File: src/logic/rtcs_pkg.sv
// Constants, types and divisor table for the run-time clock selector
package rtcs_pkg;

  // ==========================================================================
  // Register map
  localparam logic [11:0] ADDR_SETTINGS = 12'h000;
  localparam int          SET_W         = 8;
  localparam int          APB_AW        = 12;
  localparam int          APB_DW        = 32;
  localparam logic [31:0] PRDATA_ZERO   = 32'h0000_0000;

  // ==========================================================================
  // Field layout of clock_speed_settings
  localparam int BIT_PLL_OFF = 7;
  localparam int BIT_OSC_OFF = 6;
  localparam int SRC_HI      = 5;
  localparam int SRC_LO      = 4;
  localparam int DIV_HI      = 3;
  localparam int DIV_LO      = 0;

  // Reset value: multiplier on, oscillator on, oscillator source, divide by 1
  localparam logic [7:0] SETTINGS_RST = 8'h10;

  // ==========================================================================
  // Source and divisor codes
  localparam logic [1:0] SRC_PLL   = 2'h0;
  localparam logic [1:0] SRC_OSC   = 2'h1;
  localparam logic [1:0] SRC_RT    = 2'h2;
  localparam logic [1:0] SRC_STOP  = 2'h3;
  localparam logic [3:0] CDIV_ONE  = 4'h0;
  localparam logic [3:0] CDIV_STOP = 4'hF;
  localparam int         DIVV_W    = 8;
  localparam logic [7:0] DIVV_NONE = 8'h00;

  // Fuse field that picks the multiplier wake-up delay
  localparam logic [1:0] WAKEUP_DELAY_PERIOD_SEL0 = 2'h0;
  localparam logic [1:0] WAKEUP_DELAY_PERIOD_SEL1 = 2'h1;
  localparam logic [1:0] WAKEUP_DELAY_PERIOD_SEL2 = 2'h2;
  localparam logic [1:0] WAKEUP_DELAY_PERIOD_SEL3 = 2'h3;

  // ==========================================================================
  // Switch sequencer states
  typedef enum logic [1:0] {
    RTCS_RUN      = 2'b00,
    RTCS_WAIT_OLD = 2'b01,
    RTCS_WAIT_NEW = 2'b10
  } rtcs_sw_t;

  // Divisor for each code; zero means no core clock at all
  function automatic logic [7:0] rtcs_divisor(input logic [3:0] code);
    logic [7:0] v;
    v = DIVV_NONE;
    unique case (code)
      4'h0: v = 8'h01;
      4'h1: v = 8'h02;
      4'h2: v = 8'h03;
      4'h3: v = 8'h04;
      4'h4: v = 8'h05;
      4'h5: v = 8'h06;
      4'h6: v = 8'h08;
      4'h7: v = 8'h0A;
      4'h8: v = 8'h0C;
      4'h9: v = 8'h10;
      4'hA: v = 8'h18;
      4'hB: v = 8'h20;
      4'hC: v = 8'h30;
      4'hD: v = 8'h40;
      4'hE: v = 8'h80;
      4'hF: v = DIVV_NONE;
    endcase
    return v;
  endfunction

endpackage

File: src/logic/rtcs_clk_div.sv
// Tick divider that forms the core clock enable from system clock ticks
`timescale 1ns/1ps
module rtcs_clk_div
  import rtcs_pkg::*;
#(
  parameter int W = DIVV_W
) (
  input  wire logic         mclk_i,
  input  wire logic         rst_n_i,
  input  wire logic         tick_i,
  input  wire logic         clr_i,
  input  wire logic [W-1:0] div_i,
  output logic              wrap_o,
  output logic              tick_o
);

  // ==========================================================================
  // State
  typedef struct packed {
    logic [W-1:0] cnt;
    logic         tick;
  } rtcs_div_st_t;

  rtcs_div_st_t q;
  rtcs_div_st_t d;
  logic         last;

  // A zero divisor holds the counter, so the core clock stops cleanly
  assign last   = (div_i != '0) && (q.cnt >= div_i - W'(1));
  assign wrap_o = tick_i && !clr_i && last;
  assign tick_o = q.tick;

  always_comb begin
    d      = q;
    d.tick = 1'b0;
    if (clr_i) begin
      d.cnt = '0;
    end else if (tick_i && (div_i != '0)) begin
      if (last) begin
        d.cnt  = '0;
        d.tick = 1'b1;
      end else begin
        d.cnt = q.cnt + W'(1);
      end
    end
  end

  always_ff @(posedge mclk_i or negedge rst_n_i) begin
    if (!rst_n_i) begin
      q <= '0;
    end else begin
      q <= d;
    end
  end

endmodule

File: src/logic/rtcs_top.sv
// Run-time clock selector: settings register, source select, divider, wake-up
`timescale 1ns/1ps
// What this block does
// - Settings register is read-only; only the speed instruction port changes it.
// - Multiplier runs while its control bit is 0, powered down at 1.
// - Restarted multiplier output is unused until the fuse-selected wake-up delay elapses.
// - Two-bit select picks multiplier, oscillator, real-time source, or stopped clock.
// - Four-bit code divides the system clock by 1 through 128 for core clock.
// - Divisor code 1111 stops the core clock entirely.
module rtcs_top
  import rtcs_pkg::*;
#(
  parameter int unsigned WAKEUP_DELAY_PERIOD_CYC0 = 1024,
  parameter int unsigned WAKEUP_DELAY_PERIOD_CYC1 = 2048,
  parameter int unsigned WAKEUP_DELAY_PERIOD_CYC2 = 4096,
  parameter int unsigned WAKEUP_DELAY_PERIOD_CYC3 = 8192,
  parameter int          WK_W      = 16
) (
  input  wire logic              mclk_i,
  input  wire logic              rst_n_i,
  input  wire logic [APB_AW-1:0] paddr_i,
  input  wire logic              psel_i,
  input  wire logic              penable_i,
  input  wire logic              pwrite_i,
  input  wire logic [APB_DW-1:0] pwdata_i,
  output logic      [APB_DW-1:0] prdata_o,
  output logic                   pready_o,
  output logic                   pslverr_o,
  input  wire logic              speed_exec_i,
  input  wire logic [SET_W-1:0]  speed_val_i,
  input  wire logic [1:0]        fuse_wakeup_delay_period_sel_i,
  input  wire logic              pll_tick_i,
  input  wire logic              osc_tick_i,
  input  wire logic              rt_tick_i,
  output logic                   pll_pwr_en_o,
  output logic                   pll_ready_o,
  output logic                   osc_en_o,
  output logic                   sys_tick_o,
  output logic                   core_tick_o,
  output logic                   switch_busy_o
);

  // ==========================================================================
  // Reset synchroniser
  logic rst_meta_q;
  logic rst_sync_n;

  always_ff @(posedge mclk_i or negedge rst_n_i) begin
    if (!rst_n_i) begin
      rst_meta_q <= 1'b0;
      rst_sync_n <= 1'b0;
    end else begin
      rst_meta_q <= 1'b1;
      rst_sync_n <= rst_meta_q;
    end
  end

  // ==========================================================================
  // State
  typedef struct packed {
    logic [SET_W-1:0]  settings;
    logic [1:0]        src_act;
    logic [3:0]        div_act;
    rtcs_sw_t          st;
    logic [WK_W-1:0]   wake_cnt;
    logic              pll_ready;
    logic              sys_tick;
    logic [APB_DW-1:0] prdata;
    logic              pslverr;
  } rtcs_st_t;

  localparam rtcs_st_t ST_RST = '{
    settings:  SETTINGS_RST,
    src_act:   SETTINGS_RST[SRC_HI:SRC_LO],
    div_act:   SETTINGS_RST[DIV_HI:DIV_LO],
    st:        RTCS_RUN,
    wake_cnt:  '0,
    pll_ready: 1'b0,
    sys_tick:  1'b0,
    prdata:    PRDATA_ZERO,
    pslverr:   1'b0
  };

  rtcs_st_t q;
  rtcs_st_t d;

  // ==========================================================================
  // Source gating and selection
  logic            pll_off;
  logic            osc_off;
  logic [1:0]      src_tgt;
  logic [3:0]      div_tgt;
  logic            pll_live;
  logic            osc_live;
  logic            old_tick;
  logic            new_tick;
  logic            old_live;
  logic            sys_tick;
  logic            div_wrap;
  logic            div_clr;
  logic [WK_W-1:0] wakeup_delay_period_cyc;
  logic            apb_setup;
  logic            change_req;

  assign pll_off  = q.settings[BIT_PLL_OFF];
  assign osc_off  = q.settings[BIT_OSC_OFF];
  assign src_tgt  = q.settings[SRC_HI:SRC_LO];
  assign div_tgt  = q.settings[DIV_HI:DIV_LO];
  assign pll_live = !pll_off && q.pll_ready;
  assign osc_live = !osc_off;

  function automatic logic src_tick(input logic [1:0] sel, input logic p_ok, input logic o_ok,
                                    input logic p_t, input logic o_t, input logic r_t);
    logic t;
    t = 1'b0;
    unique case (sel)
      SRC_PLL:  t = p_t && p_ok;
      SRC_OSC:  t = o_t && o_ok;
      SRC_RT:   t = r_t;
      SRC_STOP: t = 1'b0;
    endcase
    return t;
  endfunction

  function automatic logic src_alive(input logic [1:0] sel, input logic p_ok, input logic o_ok);
    logic a;
    a = 1'b0;
    unique case (sel)
      SRC_PLL:  a = p_ok;
      SRC_OSC:  a = o_ok;
      SRC_RT:   a = 1'b1;
      SRC_STOP: a = 1'b0;
    endcase
    return a;
  endfunction

  assign old_tick   = src_tick(q.src_act, pll_live, osc_live, pll_tick_i, osc_tick_i, rt_tick_i);
  assign new_tick   = src_tick(src_tgt, pll_live, osc_live, pll_tick_i, osc_tick_i, rt_tick_i);
  // A dead old clock can never reach a period end, so it is let go at once
  assign old_live   = src_alive(q.src_act, pll_live, osc_live) && (q.div_act != CDIV_STOP);
  assign sys_tick   = old_tick && (q.st != RTCS_WAIT_NEW);
  assign div_clr    = (q.st == RTCS_WAIT_NEW);
  assign change_req = (src_tgt != q.src_act) || (div_tgt != q.div_act);
  assign apb_setup  = psel_i && !penable_i;

  always_comb begin
    wakeup_delay_period_cyc = WK_W'(WAKEUP_DELAY_PERIOD_CYC0);
    unique case (fuse_wakeup_delay_period_sel_i)
      WAKEUP_DELAY_PERIOD_SEL0: wakeup_delay_period_cyc = WK_W'(WAKEUP_DELAY_PERIOD_CYC0);
      WAKEUP_DELAY_PERIOD_SEL1: wakeup_delay_period_cyc = WK_W'(WAKEUP_DELAY_PERIOD_CYC1);
      WAKEUP_DELAY_PERIOD_SEL2: wakeup_delay_period_cyc = WK_W'(WAKEUP_DELAY_PERIOD_CYC2);
      WAKEUP_DELAY_PERIOD_SEL3: wakeup_delay_period_cyc = WK_W'(WAKEUP_DELAY_PERIOD_CYC3);
    endcase
  end

  // ==========================================================================
  // Core clock divider
  rtcs_clk_div #(
    .W (DIVV_W)
  ) u_div (
    .mclk_i  (mclk_i),
    .rst_n_i (rst_sync_n),
    .tick_i  (sys_tick),
    .clr_i   (div_clr),
    .div_i   (rtcs_divisor(q.div_act)),
    .wrap_o  (div_wrap),
    .tick_o  (core_tick_o)
  );

  // ==========================================================================
  // Next state
  always_comb begin
    d          = q;
    d.sys_tick = sys_tick;

    // Bus writes never reach the settings; only the instruction port loads them
    if (speed_exec_i) begin
      d.settings = speed_val_i;
    end

    // Wake-up counter preloads while the multiplier is off
    if (pll_off) begin
      d.pll_ready = 1'b0;
      d.wake_cnt  = wakeup_delay_period_cyc;
    end else if (q.wake_cnt != '0) begin
      d.pll_ready = 1'b0;
      d.wake_cnt  = q.wake_cnt - WK_W'(1);
    end else begin
      d.pll_ready = 1'b1;
    end

    unique case (q.st)
      RTCS_RUN: begin
        if (change_req) begin
          d.st = old_live ? RTCS_WAIT_OLD : RTCS_WAIT_NEW;
        end
      end
      RTCS_WAIT_OLD: begin
        if (div_wrap || !old_live) begin
          d.st = RTCS_WAIT_NEW;
        end
      end
      RTCS_WAIT_NEW: begin
        if (new_tick || !src_alive(src_tgt, pll_live, osc_live) || (div_tgt == CDIV_STOP)) begin
          d.src_act = src_tgt;
          d.div_act = div_tgt;
          d.st      = RTCS_RUN;
        end
      end
    endcase

    // Answer is latched in the setup phase so the access phase reads a flop
    if (apb_setup) begin
      d.pslverr = (paddr_i != ADDR_SETTINGS);
      if (!pwrite_i && (paddr_i == ADDR_SETTINGS)) begin
        d.prdata = {{(APB_DW-SET_W){1'b0}}, q.settings};
      end else begin
        d.prdata = PRDATA_ZERO;
      end
    end
  end

  always_ff @(posedge mclk_i or negedge rst_sync_n) begin
    if (!rst_sync_n) begin
      q <= ST_RST;
    end else begin
      q <= d;
    end
  end

  // ==========================================================================
  // Outputs
  assign prdata_o      = q.prdata;
  assign pslverr_o     = q.pslverr;
  assign pready_o      = psel_i && penable_i;
  assign pll_pwr_en_o  = !pll_off;
  assign pll_ready_o   = q.pll_ready;
  assign osc_en_o      = !osc_off;
  assign sys_tick_o    = q.sys_tick;
  assign switch_busy_o = (q.st != RTCS_RUN);

  // ==========================================================================
  // Checks
  ro_write_a: assert property (@(posedge mclk_i) disable iff (!rst_sync_n)
    (psel_i && penable_i && pwrite_i && !speed_exec_i) |=> $stable(q.settings))
    else $error("bus write changed clock settings");

  speed_load_a: assert property (@(posedge mclk_i) disable iff (!rst_sync_n)
    speed_exec_i |=> (q.settings == $past(speed_val_i)))
    else $error("speed instruction did not load settings");

  // Ready is a flop, so it trails the power bit by one cycle
  pll_power_a: assert property (@(posedge mclk_i) disable iff (!rst_sync_n)
    $rose(q.settings[BIT_PLL_OFF]) |-> !pll_pwr_en_o ##1 !pll_ready_o)
    else $error("multiplier still powered or ready after power down");

  pll_wake_a: assert property (@(posedge mclk_i) disable iff (!rst_sync_n)
    ($fell(q.settings[BIT_PLL_OFF]) && (q.wake_cnt != '0)) |-> !pll_ready_o [*2])
    else $error("multiplier ready before wake-up delay");

  osc_block_a: assert property (@(posedge mclk_i) disable iff (!rst_sync_n)
    (osc_off && (q.src_act == SRC_OSC)) |=> !sys_tick_o)
    else $error("oscillator tick passed while oscillator off");

  src_stop_a: assert property (@(posedge mclk_i) disable iff (!rst_sync_n)
    (q.src_act == SRC_STOP) |=> !sys_tick_o)
    else $error("system tick while source stopped");

  src_rt_a: assert property (@(posedge mclk_i) disable iff (!rst_sync_n)
    ((q.st == RTCS_RUN) && (q.src_act == SRC_RT) && rt_tick_i) |=> sys_tick_o)
    else $error("real-time tick not forwarded");

  div_one_a: assert property (@(posedge mclk_i) disable iff (!rst_sync_n)
    ((q.st == RTCS_RUN) && (q.div_act == CDIV_ONE) && sys_tick) |=> core_tick_o)
    else $error("divide by one missed a core tick");

  div_stop_a: assert property (@(posedge mclk_i) disable iff (!rst_sync_n)
    (q.div_act == CDIV_STOP) [*2] |-> !core_tick_o)
    else $error("core tick with divisor code stop");

  switch_hold_a: assert property (@(posedge mclk_i) disable iff (!rst_sync_n)
    ((q.st == RTCS_WAIT_OLD) && !div_wrap && old_live) |=> ($stable(q.src_act) && $stable(q.div_act)))
    else $error("clock switched before old period ended");

  apb_read_a: assert property (@(posedge mclk_i) disable iff (!rst_sync_n)
    (apb_setup && !pwrite_i && (paddr_i == ADDR_SETTINGS)) |=> (prdata_o[SET_W-1:0] == $past(q.settings)))
    else $error("settings read returned wrong value");

endmodule

File: config.mk
export PLATFORM = sky130hd
export DESIGN_NAME = rtcs_top
export DESIGN_NICKNAME = d
export VERILOG_FILES = /design/src/logic/rtcs_pkg.sv /design/src/logic/rtcs_clk_div.sv /design/src/logic/rtcs_top.sv
export SDC_FILE = /design/constraint.sdc
export NUM_CORES = 1
export LEC_CHECK = 0
export ABC_AREA = 1
export BUFFER_PORTS_ARGS = -buffer_cell sky130_fd_sc_hd__buf_2
export CAP_MARGIN = 30
export CORE_MARGIN = 1
export CORE_UTILIZATION = 45
export DETAILED_ROUTE_END_ITERATION = 10
export PLACE_DENSITY = 0.76
export SYNTH_ARGS = -nofsm -noshare
export SYNTH_HDL_FRONTEND = slang
export SYNTH_HIERARCHICAL = 1
export SYNTH_SLANG_ARGS = --single-unit
File: constraint.sdc
create_clock -name mclk_i -period 2.16 [get_ports mclk_i]
set_input_delay 0.432 -clock mclk_i [delete_from_list [all_inputs] [get_ports mclk_i]]
set_output_delay 0.432 -clock mclk_i [all_outputs]
set_load 0.02 [all_outputs]
# Yosys cells after proc, flatten, opt, wreduce, memory -nomap -nowiden
# Memory sizes are Yosys's and may differ from the RTL's.
# Cells that the tools add are included.
[word_totals]
reg_bits = 78
romBits = 128
in_bits = 63
out_inout_bits = 40
wordCells = 93
mem_count = 1
[classes]
n_addsub = 3
magnitude_cmp = 1
eq_ne = 19
n_mux = 20
n_reduce_logical = 36
[mem_list]
columns = ["name", "depth", "width", "rd", "rd_ports_with_merged_regs", "wr", "line", "source"]
rows = [
  ["(name not given)", 16, 8, 1, 0, 0, "rtcs_pkg.sv:53", "unique case (code)"],
]
[op_table]
columns = ["operator", "n"]
rows = [
  ["one-hot mux 16 bit (4 select lines)", 1],
  ["2-to-1 mux 8 bit", 3],
  ["2-to-1 mux 17 bit", 1],
  ["2-to-1 mux 16 bit", 1],
  ["one-hot mux 1 bit (4 select lines)", 4],
  ["nonzero test 16 bit", 1],
  ["subtractor 16 x 1 -> 16 bit, second input constant", 1],
  ["== test 2 bit, second input constant", 7],
  ["logical AND 1 bit", 12],
  ["zero test 12 bit", 1],
  ["nonzero test 12 bit", 1],
  ["2-to-1 mux 9 bit", 1],
  ["adder 8 x 1 -> 8 bit, second input constant", 1],
  ["== test 2 x 1 -> 1 bit, second input constant", 4],
  [">= comparator 8 bit", 1],
  ["zero test 2 bit", 4],
  ["2-to-1 mux 2 bit", 4],
  ["inequality test 2 bit, second input constant", 4],
  ["nonzero test 8 bit", 1],
  ["subtractor 8 x 1 -> 8 bit, second input constant", 1],
  ["zero test 1 bit", 7],
  ["one-hot mux 2 bit (3 select lines)", 1],
  ["nonzero test 2 bit", 3],
  ["== test 4 bit, second input constant", 1],
  ["other kinds (7)", 13],
]

# Logic depth before layout (Yosys ltp)
[logic_depth]
depth_word = 10
mapped_depth = 23
depth_no_buf = 23

# Hierarchy
# Netlist, hierarchy kept.
[modules_own_cells]
columns = ["module", "n_inst", "cells_each", "area_each_um2", "seq_area_each_um2"]
rows = [
  ["rtcs_top", 1, 409, 3004.1, 1128.6],
  ["rtcs_clk_div", 1, 138, 958.4, 225.2],
]

# Least setup slack after synthesis
# No wires, ideal clock.
[synth_timing]
kind = "register to register"
startpoint = "reg q[53] (netlist bit)"
endpoint = "reg q[51] (netlist bit)"
setup_ns = 0.117
t_arrival_ns = 2.758
t_required_ns = 2.043
path_slack_ns = -0.714
stages_incl_launch_ff = 20
n_path_buf = 0
period_less_slack_ns = 2.874
cell_sequence = "dfrtp_1 -> ha_1 -> nor2_1 -> nor2_1 -> a32o_1 -> nor2_1 -> nand4_1 -> nor3_1 -> xnor2_1 -> ha_1 -> a21oi_1 -> nand2_1 -> a21oi_4 -> nor2_1 -> nor2_1 -> inv_1 -> nor2_1 -> nor2_1 -> nand3_1 -> nand2_1"
[synth_via]
elab_chain_len = 8
elab_cells_between_ends = 18
cone_classes = "add/sub: 1; order compare: 1; eq/ne: 4; mux: 3; reduce/logical: 8; memory: 1"
[synth_rtl]
columns = ["item", "line", "source"]
rows = [
  ["start, declared", "rtcs_top.sv:84", "rtcs_st_t q;"],
  ["start signal, assigned", "rtcs_top.sv:225", "q <= ST_RST;"],
  ["start signal, assigned", "rtcs_top.sv:227", "q <= d;"],
  ["memory read (16 x 8 bit) (*)", "--", ""],
  ["subtractor 8 x 1 -> 8 bit", "rtcs_clk_div.sv:29", "assign last = (div_i != '0) && (q.cnt >= div_i - W'(1));"],
  [">= comparator 8 bit", "rtcs_clk_div.sv:29", ""],
  ["logical AND 1 bit (*)", "rtcs_clk_div.sv:29", ""],
  ["logical AND 1 bit (*)", "rtcs_clk_div.sv:30", "assign wrap_o = tick_i && !clr_i && last;"],
  ["named net div_wrap", "rtcs_top.sv:99", "logic div_wrap;"],
  ["logical OR 1 bit (*)", "rtcs_top.sv:199", "if (div_wrap || !old_live) begin"],
  ["inequality test 2 bit (no source line) (*)", "--", ""],
  ["AND reduction 3 bit (no source line) (*)", "--", ""],
]
# The timed path passes the listed nets; every way through them passes the cells marked *. The select of a mux whose other input is x is not followed.
# A chain may end at the register's enable or synchronous reset.

# Worst setup path in the final report
[layout_timing]
startpoint = "reg q[54] (netlist bit)"
endpoint = "reg q[52] (netlist bit)"
# Same word-level chain as after synthesis.

==> results.yml <==
status:
  status: "finished, violations left"
  violations: "setup timing"
power:
  powerDensity_nw_per_um2: 1340
  irDropWorstVdd_uv: 745
  leakagePower_nw: 2.56
global_routing:
  antenna_found_initial: 0
  grt_util_all_layers: 0.200
  grt_pass1_vias: 3275
  grt-ovfl-total: 0
  grt_max_degree: 42
  grt_first_pass_wirelength_um: 14300
clocking:
  cts_tree: "built"
  cts_made_buffers: 5
  root_buffer: "clkbuf_8"
  htree_levels: 2
  cts.clk_slew.worst_paths_ns: 0.10
  clk_latency_ns: 0.31
  clockBufferDepth: 2
  cts_sinks: 54
synth:
  netlist.area_leader.share: 0.328
  syn_area_um2: 3960
  syn_area_per_cell_um2: 7.24
  synthCells: 547
  synth.most_common_cell: "nand2_1"
  yosysSeqAreaShare: 0.342
  synth_top_cell_by_area: "dfrtp_1"
  yosysWarningCount: 6
  synth_area_leaders: "dfrtp_1, nand2_1, inv_1"
  yosys-top-cells-count: "nand2_1, inv_1, nor2_1"
  synth_edf_count: 0
  synth_top_flop_cell: "dfrtp_1"
  asyncSetResetFlopFracSynth: 1.00
  synth_seq_cells: 54
  yosysUniqueCellTypes: 44
placement:
  placed_cells: 715
  gp_congestion: 0.923
  io_buffers: 46
  pre_cts_slack_ns: -0.742
  dp_hpwl_um: 6580
timing:
  rsz0062_at_grt: "yes"
  final-setup-viol-count: 11
  clock_skew_ns: 0.00665
  setup-tns-final_ns: -5.06
  worst_slack_ns: -0.634
  fin_crit_ns: 2.79
  fmax_mhz: 358
  hold_viol: 0
  slew_violations: 0
  finalCritPeriodShare: 1.29
cells_and_area:
  fill_cells: 807
  drive_gt1_frac: 0.252
  areaGrowthSynthToFinish_pct: 17.0
  nets: 704
  multi_input_area_um2: 2220
  antenna_cells: 0
  regArea_um2: 1360
  finalNonFillerCells: 728
drt:
  ant_nets: 0
  drtPass1Iterations: 5
  via_count: 3529
  drc: 0
  highest_layer: "met4"
  met1_length_um: 3860
  drt_iter0_markers: 192
  route.met2.wl_um: 3930
  totalWireLength_um: 8370
  wl_per_cell_um: 11.5
  wl_met3_um: 501
  avgViaCountPerCell: 4.85
floorplanning:
  die_height_um: 95.8
  die-area_um2: 9190
  start_util: 0.473
  num_rows: 33
  fp.dieW_um: 95.8
  ios: 103
  core_area_um2: 8380
flow_run:
  drv_cap: 0
worst_hold_path:
  hold_path_class: "reg -> async"
critical_path:
  path_max_fanout: 4
  reg2reg_slack_ns: -0.63
  cp-end-kind: "flop"
  worstPathArrival_ns: 3.01
  path_common_cell: "nor2_1"
  required_ns: 2.37
  crit_chain: "inv_2 -> ha_4 -> nor2_4 -> a211oi_4 -> inv_2 -> ha_4 -> xnor2_2 -> ha_1 -> nand2_2 -> nor2_2 -> nor2_1 -> nand2_2 -> a21oi_4 -> nor2_1 -> nor2_1 -> inv_1 -> nor2_2 -> nor2_1 -> nand3_1 -> nand2_1"
  cp-start-kind: "flop"
  cp_slowest_stage_delay_ns: 0.41
  critical_path.slowest_cell: "dfrtp_1"
  worst-setup-path-type: "reg -> reg"
==> sequential cells by signal, indices dropped and copies added, names as in the netlist <==
| signal | cells |
|---|---|
| q | 26 |
| prdata_o | 8 |
| u_div/q | 8 |
| div_tgt | 4 |
| osc_off | 1 |
| pll_off | 1 |
| pll_ready_o | 1 |
| pslverr_o | 1 |
| rst_meta_q | 1 |
| rst_sync_n | 1 |
| sys_tick_o | 1 |
| u_div/tick_o | 1 |
==> area by class of cell <==
class / count / area share
Tap cell: 105 / 0.0283
Sequential cell: 54 / 0.292
Multi-Input combinational cell: 398 / 0.479
Clock inverter: 1 / 0.00162
Timing Repair Buffer: 85 / 0.118
Clock buffer: 7 / 0.0165
Inverter: 78 / 0.0648
==> routing by layer <==
metal,GRT usage,up-vias
li1,-,1786
met1,0.259,1638
met2,0.339,101
met3,0.0395,4
met4,0.0522,0
met5,0,-
==> critical path: cells and delay by family, from the launching register on <==
kind | cells | cell delay, ns
simple gates | 11 | 0.81
fa+ha+maj | 3 | 0.74
compound gates | 2 | 0.41
flops | 1 | 0.41
buf+inv | 3 | 0.20
xor+xnor | 1 | 0.12
==> placed cells by master, fill, tap and decap left out, drive strengths merged <==
master	netlist	final
nand2	155	155
buf	37	84
nor2	81	81
inv	74	74
dfrtp	52	52
nand3	44	44
conb	2	25
o21ai	22	22
ha	19	19
nand4	12	12
xor2	8	8
a21oi	8	8
clkbuf	3	7
or2	6	6
nor3	5	5
clkinv	4	4
xnor2	4	4
nand3b	2	2
o21bai	2	2
dfstp	2	2
a32o	1	1
a211oi	1	1
a221oi	1	1
o211ai	1	1
o31ai	1	1
clkinvlp	0	1
dlygate4sd3	0	1
==> power breakdown <==
part	internal, W	switching [W]
combinational	0.00176	0.00237
clock	0.000231	0.000335
sequential	0.00125	0.000266
total	0.00324	0.00297
==> repair_timing <==
action,4_1_cts,5_1_grt
endpoints found under the setup margin,11,11
hold buffers,1,0
pin swaps,11,10
hold endpoints to repair,2,0
gates resized for setup,8,14
buffers inserted,3,3
==> cells by family after synthesis <==
group	Yosys count	share of synthesized area
and+or+nand+nor	305	0.359
adders and majority gates	19	0.0600
buffers and inverters	118	0.150
AOI/OAI and AO/OA	37	0.0606
DFF	54	0.342
xor gates and xnor gates	12	0.0265
other	2	0.00190
==> through the flow <==
stage / total power (W) / area [um2] / utilization / hold slack, ns
detailed placement: 0.00519 / 4420 / 0.527 / 0.148
finish: 0.00622 / 4640 / 0.553 / 0.147
global placement: 0.00503 / 4420 / 0.527 / 0.146
floorplan: 0.00415 / 4080 / - / 0.136
global route: 0.00679 / 4640 / 0.553 / 0.171
CTS: 0.00601 / 4580 / 0.546 / 0.157
==> worst paths after layout <==
kind | from | endpoint | cells after the start
worst max-delay path | q[54] | q[52] | 20
worst min-delay path | rst_sync_n | osc_off | 0
worst max register to register | q[54] | q[52] | 20
worst min register to register | rst_sync_n | osc_off | 0
max in group asynchronous | rst_sync_n | q[57] | 1
min in group mclk_i | speed_val_i[5] | q[64] | 3
Power figures use the tool's default switching activity.
